<file path="config.mk">
export PLATFORM = sky130hd
export DESIGN_NAME = blbh_top
export DESIGN_NICKNAME = d
export VERILOG_FILES = /design/src/rtl/blbh_pkg.sv /design/src/rtl/blbh_top.sv /design/src/rtl/blbh_byte_packer.sv
export VERILOG_INCLUDE_DIRS = /design/src /design/src/rtl
export SDC_FILE = /design/constraint.sdc
export NUM_CORES = 1
export LEC_CHECK = 0
export ABC_AREA = 1
export BUFFER_PORTS_ARGS = -buffer_cell sky130_fd_sc_hd__buf_2
export CAP_MARGIN = 30
export CORE_AREA = 5 5 129 131
export DETAILED_ROUTE_END_ITERATION = 16
export DIE_AREA = 0 0 134 136
export PLACE_DENSITY = 0.86
export SETUP_SLACK_MARGIN = 0.3
export SLEW_MARGIN = 20
export SYNTH_ARGS = -nofsm -noshare
export SYNTH_HDL_FRONTEND = slang
export SYNTH_SLANG_ARGS = --single-unit
</file>
<file path="constraint.sdc">
create_clock -name CLK_I -period 2 [get_ports CLK_I]
set_input_delay 0.4 -clock CLK_I [delete_from_list [all_inputs] [get_ports CLK_I]]
set_output_delay 0.4 -clock CLK_I [all_outputs]
set_load 0.03 [all_outputs]
</file>
<file path="src/rtl/blbh_regs.svh">
`ifndef BLBH_REGS_SVH
`define BLBH_REGS_SVH

// Register offsets
`define BLBH_SYSCTL_OFS 4'h0
`define BLBH_STATUS_OFS 4'h1

// System control fields
`define BLBH_PAGE_LSB 0
`define BLBH_FORCE_BIT 3
`define BLBH_BWAIT_LSB 4
`define BLBH_GO_BIT 7

// Status fields
`define BLBH_ST_BOOTING_BIT 0
`define BLBH_ST_GRANTED_BIT 1
`define BLBH_ST_HALTED_BIT 2
`define BLBH_ST_ARMED_BIT 3

// Reset values
`define BLBH_BWAIT_RST 3'h3
`define BLBH_PAGE_RST 3'h0
`define BLBH_AUTO_PAGE 3'h0
`define BLBH_RESTART_ADDR 14'h0000

// Boot space layout
`define BLBH_PAGE_BYTES 2048
`define BLBH_BOOT_BYTE_LSB 8

`endif

</file>
<file path="src/rtl/blbh_pkg.sv">
package blbh_pkg;

  typedef enum logic [1:0] {
    ST_IDLE,
    ST_ACCESS,
    ST_GRANT
  } blbh_state_t;

  typedef logic [2:0] blbh_page_t;
  typedef logic [2:0] blbh_wait_t;

endpackage : blbh_pkg

</file>
<file path="src/rtl/blbh_top.sv">
// Overview of operation
// - Boot space is 16K bytes split into eight 2K-byte pages.
// - Boot bytes are read singly and packed into 24-bit program words.
// - A three-bit page field in system control picks the boot page.
// - Writing the force-boot bit starts a boot sequence.
// - Reset release with memory map select low boots page 0 automatically.
// - Boot reads insert zero to seven wait states, three after reset.
// - Boot reads use boot space select and read strobe.
// - Boot bytes come only from data lines 8 to 15.
// - Page number drives two top data lines and top address line.
// - Bus request during boot is granted after the current byte completes.
// - Idle bus: next cycle float pins, assert grant, halt execution.
// - Continue mode keeps execution running while granted; external accesses wait for release.
// - During an access, grant waits until the cycle after it ends.
// - Grant may fall between two external accesses of one instruction.
// - Request release drops grant, re-drives pins, resumes execution.
// - Request and grant work in every state, reset included.
// - Automatic boot only with no pending request and map select low.
// - After boot the first fetch is from program address zero.
//
// The strobed register port and the address map were chosen for this implementation.
`timescale 1ns/1ps
`include "blbh_regs.svh"
module blbh_top #(
  parameter int BOOT_WORDS = 512,
  parameter int PM_AW = 9
) (
  // Clock and reset
  input wire logic CLK_I,
  input wire logic RESETN_I,
  // Register port
  input wire logic [3:0] REG_ADDR_I,
  input wire logic [15:0] REG_WDATA_I,
  input wire logic REG_WR_I,
  input wire logic REG_RD_I,
  output logic [15:0] REG_RDATA_O,
  // External bus pins
  output logic [13:0] ADDR_O,
  output logic ADDR_OE_N_O,
  input wire logic [23:0] DATA_I,
  output logic [23:0] DATA_O,
  output logic [23:0] DATA_OE_N_O,
  output logic BOOT_SPACE_SELECT_N_O,
  output logic PROGRAM_SPACE_SELECT_N_O,
  output logic DATA_SPACE_SELECT_N_O,
  output logic RD_N_O,
  output logic WR_N_O,
  output logic STROBE_OE_N_O,
  // Bus handoff and strap
  input wire logic BUS_REQUEST_N_I,
  output logic BUS_GRANT_N_O,
  input wire logic MEMORY_MAP_SELECT_I,
  // Core external access port
  input wire logic CORE_EXT_REQ_I,
  input wire logic CORE_EXT_WRITE_I,
  input wire logic CORE_EXT_PM_I,
  input wire logic [13:0] CORE_EXT_ADDR_I,
  input wire logic [23:0] CORE_EXT_WDATA_I,
  input wire blbh_pkg::blbh_wait_t CORE_EXT_WAITS_I,
  output logic CORE_EXT_ACK_O,
  output logic [23:0] CORE_EXT_RDATA_O,
  // Core run control
  output logic CORE_RUN_O,
  output logic CORE_RESTART_O,
  output logic [13:0] CORE_START_ADDR_O,
  // Program memory load port
  output logic PM_WE_O,
  output logic [PM_AW-1:0] PM_ADDR_O,
  output logic [23:0] PM_WDATA_O
);
  import blbh_pkg::*;

  localparam int BOOT_BYTES = 3 * BOOT_WORDS;

  generate
    if (BOOT_BYTES > `BLBH_PAGE_BYTES || BOOT_WORDS > (1 << PM_AW) || BOOT_WORDS < 1) begin : g_chk
      $error("BOOT_WORDS does not fit a boot page or program memory");
    end
  endgenerate

  function automatic logic reg_hit(input logic [3:0] a, input logic [3:0] ofs);
    reg_hit = (a == ofs);
  endfunction : reg_hit

  // Control and sequencing state
  blbh_state_t state_q, state_d;
  logic acc_boot_q, acc_boot_d;
  blbh_wait_t wait_q, wait_d;
  logic booting_q, booting_d;
  blbh_page_t boot_page_q, boot_page_d;
  logic [10:0] byte_cnt_q, byte_cnt_d;
  logic [PM_AW-1:0] word_cnt_q, word_cnt_d;
  logic first_q, first_d;
  logic arm_q, arm_d;
  logic force_q, force_d;
  blbh_page_t page_q, page_d;
  blbh_wait_t bwait_q, bwait_d;
  logic go_q, go_d;
  logic grant_q, grant_d;
  logic [15:0] rdata_q, rdata_d;
  // Pin and answer state
  logic [13:0] addr_q, addr_d;
  logic [23:0] dout_q, dout_d;
  logic [23:0] doe_n_q, doe_n_d;
  logic bms_n_q, bms_n_d, pms_n_q, pms_n_d, dms_n_q, dms_n_d;
  logic rd_n_q, rd_n_d, wr_n_q, wr_n_d;
  logic ack_q, ack_d;
  logic [23:0] crdata_q, crdata_d;
  logic restart_q, restart_d;

  logic byte_valid, clear_pack, word_valid, grant_eff, wr_ctl;
  logic [23:0] word;

  assign wr_ctl = REG_WR_I && reg_hit(REG_ADDR_I, `BLBH_SYSCTL_OFS);

  blbh_byte_packer #(
    .WORD_BYTES(3)
  ) u_packer (
    .CLK_I(CLK_I),
    .RESETN_I(RESETN_I),
    .clear_i(clear_pack),
    .byte_valid_i(byte_valid),
    .byte_i(DATA_I[`BLBH_BOOT_BYTE_LSB +: 8]),
    .word_valid_o(word_valid),
    .word_o(word)
  );

  always_comb begin
    state_d = state_q;
    acc_boot_d = acc_boot_q;
    wait_d = wait_q;
    booting_d = booting_q;
    boot_page_d = boot_page_q;
    byte_cnt_d = byte_cnt_q;
    word_cnt_d = word_cnt_q;
    first_d = 1'b0;
    arm_d = arm_q;
    force_d = force_q;
    page_d = page_q;
    bwait_d = bwait_q;
    go_d = go_q;
    grant_d = grant_q;
    addr_d = addr_q;
    dout_d = dout_q;
    doe_n_d = doe_n_q;
    bms_n_d = bms_n_q;
    pms_n_d = pms_n_q;
    dms_n_d = dms_n_q;
    rd_n_d = rd_n_q;
    wr_n_d = wr_n_q;
    ack_d = 1'b0;
    crdata_d = crdata_q;
    restart_d = 1'b0;
    byte_valid = 1'b0;
    clear_pack = 1'b0;
    if (first_q && !MEMORY_MAP_SELECT_I) begin
      arm_d = 1'b1;
    end
    if (word_valid) begin
      word_cnt_d = word_cnt_q + PM_AW'(1);
      if (word_cnt_q == PM_AW'(BOOT_WORDS - 1)) begin
        booting_d = 1'b0;
        restart_d = 1'b1;
      end
    end
    case (state_q)
      ST_IDLE: begin
        if (!BUS_REQUEST_N_I) begin
          state_d = ST_GRANT;
          grant_d = 1'b1;
        end else if ((arm_q || force_q) && !booting_q) begin
          booting_d = 1'b1;
          boot_page_d = arm_q ? `BLBH_AUTO_PAGE : page_q;
          arm_d = 1'b0;
          force_d = arm_q ? force_q : 1'b0;
          byte_cnt_d = '0;
          word_cnt_d = '0;
          clear_pack = 1'b1;
        end else if (booting_q && byte_cnt_q < 11'(BOOT_BYTES)) begin
          state_d = ST_ACCESS;
          acc_boot_d = 1'b1;
          wait_d = bwait_q;
          addr_d = {boot_page_q[0], 2'b00, byte_cnt_q};
          dout_d = {boot_page_q[2:1], 22'h000000};
          doe_n_d = {2'b00, 22'h3FFFFF};
          bms_n_d = 1'b0;
          rd_n_d = 1'b0;
        end else if (CORE_EXT_REQ_I && !booting_q && !ack_q) begin
          state_d = ST_ACCESS;
          acc_boot_d = 1'b0;
          wait_d = CORE_EXT_WAITS_I;
          addr_d = CORE_EXT_ADDR_I;
          dout_d = CORE_EXT_WDATA_I;
          doe_n_d = CORE_EXT_WRITE_I ? 24'h000000 : 24'hFFFFFF;
          pms_n_d = !CORE_EXT_PM_I;
          dms_n_d = CORE_EXT_PM_I;
          rd_n_d = CORE_EXT_WRITE_I;
          wr_n_d = !CORE_EXT_WRITE_I;
        end
      end
      ST_ACCESS: begin
        if (wait_q == 3'h0) begin
          state_d = ST_IDLE;
          bms_n_d = 1'b1;
          pms_n_d = 1'b1;
          dms_n_d = 1'b1;
          rd_n_d = 1'b1;
          wr_n_d = 1'b1;
          doe_n_d = 24'hFFFFFF;
          if (acc_boot_q) begin
            byte_valid = 1'b1;
            byte_cnt_d = byte_cnt_q + 11'h001;
          end else begin
            ack_d = 1'b1;
            crdata_d = DATA_I;
          end
        end else begin
          wait_d = wait_q - 3'h1;
        end
      end
      ST_GRANT: begin
        if (BUS_REQUEST_N_I) begin
          state_d = ST_IDLE;
          grant_d = 1'b0;
        end
      end
      default: begin
        state_d = ST_IDLE;
      end
    endcase
    if (wr_ctl) begin
      page_d = REG_WDATA_I[`BLBH_PAGE_LSB +: 3];
      bwait_d = REG_WDATA_I[`BLBH_BWAIT_LSB +: 3];
      go_d = REG_WDATA_I[`BLBH_GO_BIT];
      if (REG_WDATA_I[`BLBH_FORCE_BIT]) begin
        force_d = 1'b1;
      end
    end
    rdata_d = 16'h0000;
    if (REG_RD_I && reg_hit(REG_ADDR_I, `BLBH_SYSCTL_OFS)) begin
      rdata_d[`BLBH_PAGE_LSB +: 3] = page_q;
      rdata_d[`BLBH_BWAIT_LSB +: 3] = bwait_q;
      rdata_d[`BLBH_GO_BIT] = go_q;
    end else if (REG_RD_I && reg_hit(REG_ADDR_I, `BLBH_STATUS_OFS)) begin
      rdata_d[`BLBH_ST_BOOTING_BIT] = booting_q;
      rdata_d[`BLBH_ST_GRANTED_BIT] = grant_q;
      rdata_d[`BLBH_ST_HALTED_BIT] = !CORE_RUN_O;
      rdata_d[`BLBH_ST_ARMED_BIT] = arm_q || force_q;
    end
  end

  always_ff @(posedge CLK_I or negedge RESETN_I) begin
    if (!RESETN_I) begin
      state_q <= ST_IDLE;
      acc_boot_q <= 1'b0;
      wait_q <= 3'h0;
      booting_q <= 1'b0;
      boot_page_q <= `BLBH_PAGE_RST;
      byte_cnt_q <= 11'h000;
      word_cnt_q <= '0;
      first_q <= 1'b1;
      arm_q <= 1'b0;
      force_q <= 1'b0;
      page_q <= `BLBH_PAGE_RST;
      bwait_q <= `BLBH_BWAIT_RST;
      go_q <= 1'b0;
      grant_q <= 1'b0;
      rdata_q <= 16'h0000;
      addr_q <= 14'h0000;
      dout_q <= 24'h000000;
      doe_n_q <= 24'hFFFFFF;
      bms_n_q <= 1'b1;
      pms_n_q <= 1'b1;
      dms_n_q <= 1'b1;
      rd_n_q <= 1'b1;
      wr_n_q <= 1'b1;
      ack_q <= 1'b0;
      crdata_q <= 24'h000000;
      restart_q <= 1'b0;
    end else begin
      state_q <= state_d;
      acc_boot_q <= acc_boot_d;
      wait_q <= wait_d;
      booting_q <= booting_d;
      boot_page_q <= boot_page_d;
      byte_cnt_q <= byte_cnt_d;
      word_cnt_q <= word_cnt_d;
      first_q <= first_d;
      arm_q <= arm_d;
      force_q <= force_d;
      page_q <= page_d;
      bwait_q <= bwait_d;
      go_q <= go_d;
      grant_q <= grant_d;
      rdata_q <= rdata_d;
      addr_q <= addr_d;
      dout_q <= dout_d;
      doe_n_q <= doe_n_d;
      bms_n_q <= bms_n_d;
      pms_n_q <= pms_n_d;
      dms_n_q <= dms_n_d;
      rd_n_q <= rd_n_d;
      wr_n_q <= wr_n_d;
      ack_q <= ack_d;
      crdata_q <= crdata_d;
      restart_q <= restart_d;
    end
  end

  // Grant follows the request directly in reset and in the cycle after it, so no bus fight
  assign grant_eff = grant_q || (first_q && !BUS_REQUEST_N_I);
  assign BUS_GRANT_N_O = !grant_eff;
  assign ADDR_OE_N_O = grant_eff;
  assign STROBE_OE_N_O = grant_eff;
  assign DATA_OE_N_O = grant_eff ? 24'hFFFFFF : doe_n_q;
  assign ADDR_O = addr_q;
  assign DATA_O = dout_q;
  assign BOOT_SPACE_SELECT_N_O = bms_n_q;
  assign PROGRAM_SPACE_SELECT_N_O = pms_n_q;
  assign DATA_SPACE_SELECT_N_O = dms_n_q;
  assign RD_N_O = rd_n_q;
  assign WR_N_O = wr_n_q;
  assign REG_RDATA_O = rdata_q;
  assign CORE_EXT_ACK_O = ack_q;
  assign CORE_EXT_RDATA_O = crdata_q;
  assign CORE_RESTART_O = restart_q;
  assign CORE_START_ADDR_O = `BLBH_RESTART_ADDR;
  // Halt while booting, and while granted unless continue mode is set
  assign CORE_RUN_O = RESETN_I && !booting_q && !(grant_eff && !go_q);
  assign PM_WE_O = word_valid;
  assign PM_WDATA_O = word;
  assign PM_ADDR_O = word_cnt_q;

  a_grant_next_cycle: assert property (@(posedge CLK_I) disable iff (!RESETN_I)
    (state_q == ST_IDLE && !BUS_REQUEST_N_I) |=> (!BUS_GRANT_N_O && ADDR_OE_N_O
      && STROBE_OE_N_O && DATA_OE_N_O == 24'hFFFFFF))
    else $error("grant did not follow an idle request");

  a_grant_after_access: assert property (@(posedge CLK_I) disable iff (!RESETN_I)
    (state_q == ST_ACCESS) |-> BUS_GRANT_N_O)
    else $error("grant given during an access");

  a_grant_release: assert property (@(posedge CLK_I) disable iff (!RESETN_I)
    (grant_q && BUS_REQUEST_N_I) |=> (BUS_GRANT_N_O && !ADDR_OE_N_O && !STROBE_OE_N_O))
    else $error("grant not released after request release");

  a_grant_in_reset: assert property (@(posedge CLK_I)
    !RESETN_I |-> (BUS_GRANT_N_O == BUS_REQUEST_N_I))
    else $error("handoff not working under reset");

  a_boot_lanes: assert property (@(posedge CLK_I) disable iff (!RESETN_I)
    (!BOOT_SPACE_SELECT_N_O && !grant_q) |-> (DATA_OE_N_O == {2'b00, 22'h3FFFFF}
      && DATA_O[23:22] == boot_page_q[2:1] && ADDR_O[13] == boot_page_q[0] && !RD_N_O))
    else $error("boot address or data lanes wrong");

  a_boot_wait_three: assert property (@(posedge CLK_I) disable iff (!RESETN_I)
    ($fell(BOOT_SPACE_SELECT_N_O) && bwait_q == 3'h3)
      |-> (!BOOT_SPACE_SELECT_N_O)[*4] ##1 BOOT_SPACE_SELECT_N_O)
    else $error("boot strobe length wrong for three waits");

  a_halt_granted: assert property (@(posedge CLK_I) disable iff (!RESETN_I)
    (!BUS_GRANT_N_O && !booting_q) |-> (CORE_RUN_O == go_q))
    else $error("run state wrong while granted");

  a_boot_restart: assert property (@(posedge CLK_I) disable iff (!RESETN_I)
    (word_valid && word_cnt_q == PM_AW'(BOOT_WORDS - 1))
      |=> (CORE_RESTART_O && !booting_q && CORE_START_ADDR_O == 14'h0000))
    else $error("no restart from address zero after boot");

  a_auto_boot: assert property (@(posedge CLK_I) disable iff (!RESETN_I)
    (arm_q && state_q == ST_IDLE && BUS_REQUEST_N_I && !booting_q)
      |=> (booting_q && boot_page_q == 3'h0))
    else $error("automatic boot did not start on page zero");

endmodule : blbh_top

</file>
<file path="src/rtl/blbh_byte_packer.sv">
`timescale 1ns/1ps
module blbh_byte_packer #(
  parameter int WORD_BYTES = 3
) (
  // Clock and reset
  input wire logic CLK_I,
  input wire logic RESETN_I,
  // Byte stream
  input wire logic clear_i,
  input wire logic byte_valid_i,
  input wire logic [7:0] byte_i,
  // Packed word
  output logic word_valid_o,
  output logic [8*WORD_BYTES-1:0] word_o
);
  import blbh_pkg::*;

  localparam int CW = $clog2(WORD_BYTES);

  logic [7:0] lane_q [WORD_BYTES];
  logic [7:0] lane_d [WORD_BYTES];
  logic [8*WORD_BYTES-1:0] shifted;
  logic [CW-1:0] cnt_q, cnt_d;
  logic [8*WORD_BYTES-1:0] word_q, word_d;
  logic valid_q, valid_d;

  generate
    if (WORD_BYTES < 2) begin : g_chk
      $error("WORD_BYTES must be at least 2");
    end
    for (genvar k = 0; k < WORD_BYTES; k++) begin : g_lane
      // First byte ends up in the top lane
      if (k == 0) begin : g_first
        assign lane_d[k] = byte_valid_i ? byte_i : lane_q[k];
      end else begin : g_rest
        assign lane_d[k] = byte_valid_i ? lane_q[k-1] : lane_q[k];
      end
      assign shifted[8*k+7:8*k] = lane_d[k];
      always_ff @(posedge CLK_I or negedge RESETN_I) begin
        if (!RESETN_I) begin
          lane_q[k] <= 8'h00;
        end else begin
          lane_q[k] <= lane_d[k];
        end
      end
    end
  endgenerate

  always_comb begin
    cnt_d = cnt_q;
    word_d = word_q;
    valid_d = 1'b0;
    if (clear_i) begin
      cnt_d = '0;
    end else if (byte_valid_i) begin
      if (cnt_q == CW'(WORD_BYTES - 1)) begin
        cnt_d = '0;
        word_d = shifted;
        valid_d = 1'b1;
      end else begin
        cnt_d = cnt_q + CW'(1);
      end
    end
  end

  always_ff @(posedge CLK_I or negedge RESETN_I) begin
    if (!RESETN_I) begin
      cnt_q <= '0;
      word_q <= '0;
      valid_q <= 1'b0;
    end else begin
      cnt_q <= cnt_d;
      word_q <= word_d;
      valid_q <= valid_d;
    end
  end

  assign word_valid_o = valid_q;
  assign word_o = word_q;

endmodule : blbh_byte_packer

</file>
==> run metrics <==
HP Class=in -> async; dpl cells=1262; PnR worst setup slack=0.115 ns; Core Region=15500 sq um; largest family of logic cells by synthesized area=simple AND/OR/NAND/NOR gates; cell taking the most area after synthesis=dfrtp_1; final core occ=61.6%; area of the die=18200 sq um; Compound-Gate Fraction of Synth Area=6.83%; worst slack, placed=0.109 ns; drt first pass iters=5; fin crit share=94.2%; number of CTS-inserted buffers=17; initial core utilization=48.5%; Startpoint Class=flop; Synth top area share=53.7%; Synth cell types=30; number of synthesized flops with an enable pin=0; CTS tree=yes; sequential share of the synthesized area=57.2%; TNS Setup=0 ns; Area growth, synth to finish=27.1%; clock net sink count=171; 1st-iter DRT viols=356; post-route clock skew=0.0154 ns; FF-to-FF path depth=8; GR Overflow Total=0; XOR/XNOR share of the synthesized area=0.350%; FF+latch count, synth=171; simple logic cell fraction of the synthesized area=25.0%; total track usage=20.2%; cells after synthesis=885; Yosys warnings=0; I/O pin total=255; commonest cells in the netlist=368 x nand2_1, 161 x dfrtp_1, 66 x o21ai_0, 53 x inv_1, 50 x nor2_1; CP endpoint kind=output port; CP arrival=1.48 ns; maximum vdd ir drop=976 uV; Routed WL=18400 microns; DRC errors left=0; largest net degree at the start of global routing=95; fmax=531 MHz; syn_area_per_cell=8.48 sq um; vias in the first global route=6166; Most used DFF post-synth=dfrtp_1; Final Hold Vio Count=0; first-pass GRT wire length=29800 microns; DIE WIDTH=134 microns; mux contribution to synthesized area=0%; H-tree levels=4; ANT cells=0; Routed wire per std cell=14.2 microns; Final #Nets=1199; # rows=46; # port buffers=224; GPL Wtd Cong=0.852; Final Setup Violations=0; detailed placement HPWL=12800 microns; maximum net fanout on the critical path=7; critical path class=reg -> out; Worst Tran Pin Value=0.553 ns; Area contributors post-synth=dfrtp_1 54%, nand2_1 18%, buf_4 4.9%; antenna violations before repair=0; deepest clock path buffer count=2; Clock Latency Late Sink=0.42 ns; Die Ht=136 microns; Final min period=1.88 ns; P per Cell Area=1450 nW/um^2; FILL cells=1312; unrepaired setup endpoints after global routing=yes; Post-synth ARST share=100%; Final Max Tran Viols=0; CTS root buf=clkbuf_16; adder-cell area share of the yosys netlist=0.833%; fin cells=1303; leakage power=5.23 nW; slew margin rel.=63.0%; clk slew on worst S/H paths=0.06 ns; Post-DRT Antenna Nets=0; run status=completed; Req. time, crit path=1.60 ns; Max Cap Viol=0; most common cell in the synthesized netlist=nand2_1; vias per inst=4.89; share of cells above drive strength 1=28.3%; Cell Area, Synth=7510 sq um; total number of vias=6375
-- per-layer routing --
metal / GRT usage (%) / vias to the layer above / routed length [microns]
li1: - / 3135 / -
met1: 26.0 / 2971 / 7750
met2: 33.7 / 244 / 8940
met3: 5.96 / 25 / 1530
met4: 5.26 / 0 / 233
met5: 0 / - / 0
-- stage by stage --
step | cell area, sq um | power [mW] | hold slack (ns)
after CTS | 9460 | 13.8 | 0.0702
after global routing | 9540 | 14.7 | 0.0696
after global placement | 8620 | 9.99 | 0.447
final | 9540 | 13.9 | 0.0410
after floorplan | 7590 | 8.84 | 0.104
after detailed placement | 8620 | 10.1 | 0.452
-- critical path, stage by stage (launching register included) --
cell,delay [ns]
dfstp_2,0.55
nand2_2,0.08
nand2_4,0.10
or2_4,0.20
buf_6,0.15
-- final cells by class --
class                   instances  area, sq um  share of cell area (%)
clock buffers                  24          482                    5.05
clock inverters                 6         88.8                   0.931
inverters                      59          240                    2.52
multi-input cells             603         2640                    27.7
flip-flops and latches        171         4290                    45.0
well taps                     192          240                    2.52
repair buffers                248         1560                    16.3
-- flip-flops by register name, summed over array words and instances (netlist names), 2 cells and up --
signal            count
CORE_EXT_RDATA_O     24
DATA_O               24
u_packer.lane_q      24
u_packer.word_o      24
ADDR_O               14
byte_cnt_q           11
PM_ADDR_O             9
REG_RDATA_O           8
boot_page_q           3
bwait_q               3
page_q                3
wait_q                3
doe_n_q               2
state_q               2
u_packer.cnt_q        2
-- cells in the final DEF (no fill, tap or decap), types with 2 or more instances in the layout --
cell type	Yosys	final
nor2_1	50	48
dfrtp_1	161	161
clkbuf_1	10	4
or2_4	0	4
a21oi_1	17	17
conb_1	1	23
clkinv_4	0	2
nand4_1	4	4
clkbuf_8	0	3
nand3_2	2	2
nor3_1	7	7
nand2_2	2	5
clkbuf_16	0	17
o21ai_1	9	11
or2_2	3	2
o31ai_1	2	2
nand2_1	368	364
inv_2	5	6
o21ai_0	66	64
o22ai_1	5	5
buf_6	3	29
xor2_1	2	2
nand3_4	1	3
dfstp_2	10	10
nand3_1	31	29
clkinvlp_4	0	3
ha_1	5	5
inv_1	53	49
buf_12	0	6
buf_4	49	18
buf_2	14	195
bufinv_16	0	2
-- kinds of logic (layout without fill, tap and decap cells) --
kind of cell    after synthesis  after routing
other cells                   1             23
compound gates              100            100
flops                       171            171
xor+xnor                      3              3
fa+ha+maj                     5              5
simple gates                469            472
buf+inv                     136            337
-- path summary, 6_finish.rpt --
path | startpoint | endpoint | slack (ns)
max | first_q$_DFF_PN1_ | DATA_OE_N_O[0] | 0.12
min | RESETN_I | page_q[2]$_DFFE_PN0P_ | 0.04
max reg2reg | state_q[1]$_DFFE_PN0P_ | DATA_O[2]$_DFFE_PN0P_ | 0.18
min reg2reg | doe_n_q[22]$_DFFE_PN1P_ | doe_n_q[22]$_DFFE_PN1P_ | 0.46
max in group asynchronous | RESETN_I | doe_n_q[22]$_DFFE_PN1P_ | 1.53
min in group CLK_I | DATA_I[6] | CORE_EXT_RDATA_O[6]$_DFFE_PN0P_ | 0.17
-- where the power goes --
group	total [mW]	leakage (nW)	switching, mW	internal (mW)
logic	5.49	2.84	3.68	1.81
clock network	3.20	0.272	1.28	1.93
registers	5.17	2.11	0.642	4.53
total	13.9	5.23	5.60	8.26
-- repair_timing --
item                                    4_1_cts  5_1_grt
gates cloned                                  3        0
buffers inserted                              4        4
hold buffers                                  0        0
gates resized for setup                      69       16
pin swaps                                     5        5
endpoints found under the setup margin      113      124
No activity file was read; power rests on OpenSTA's default activity.
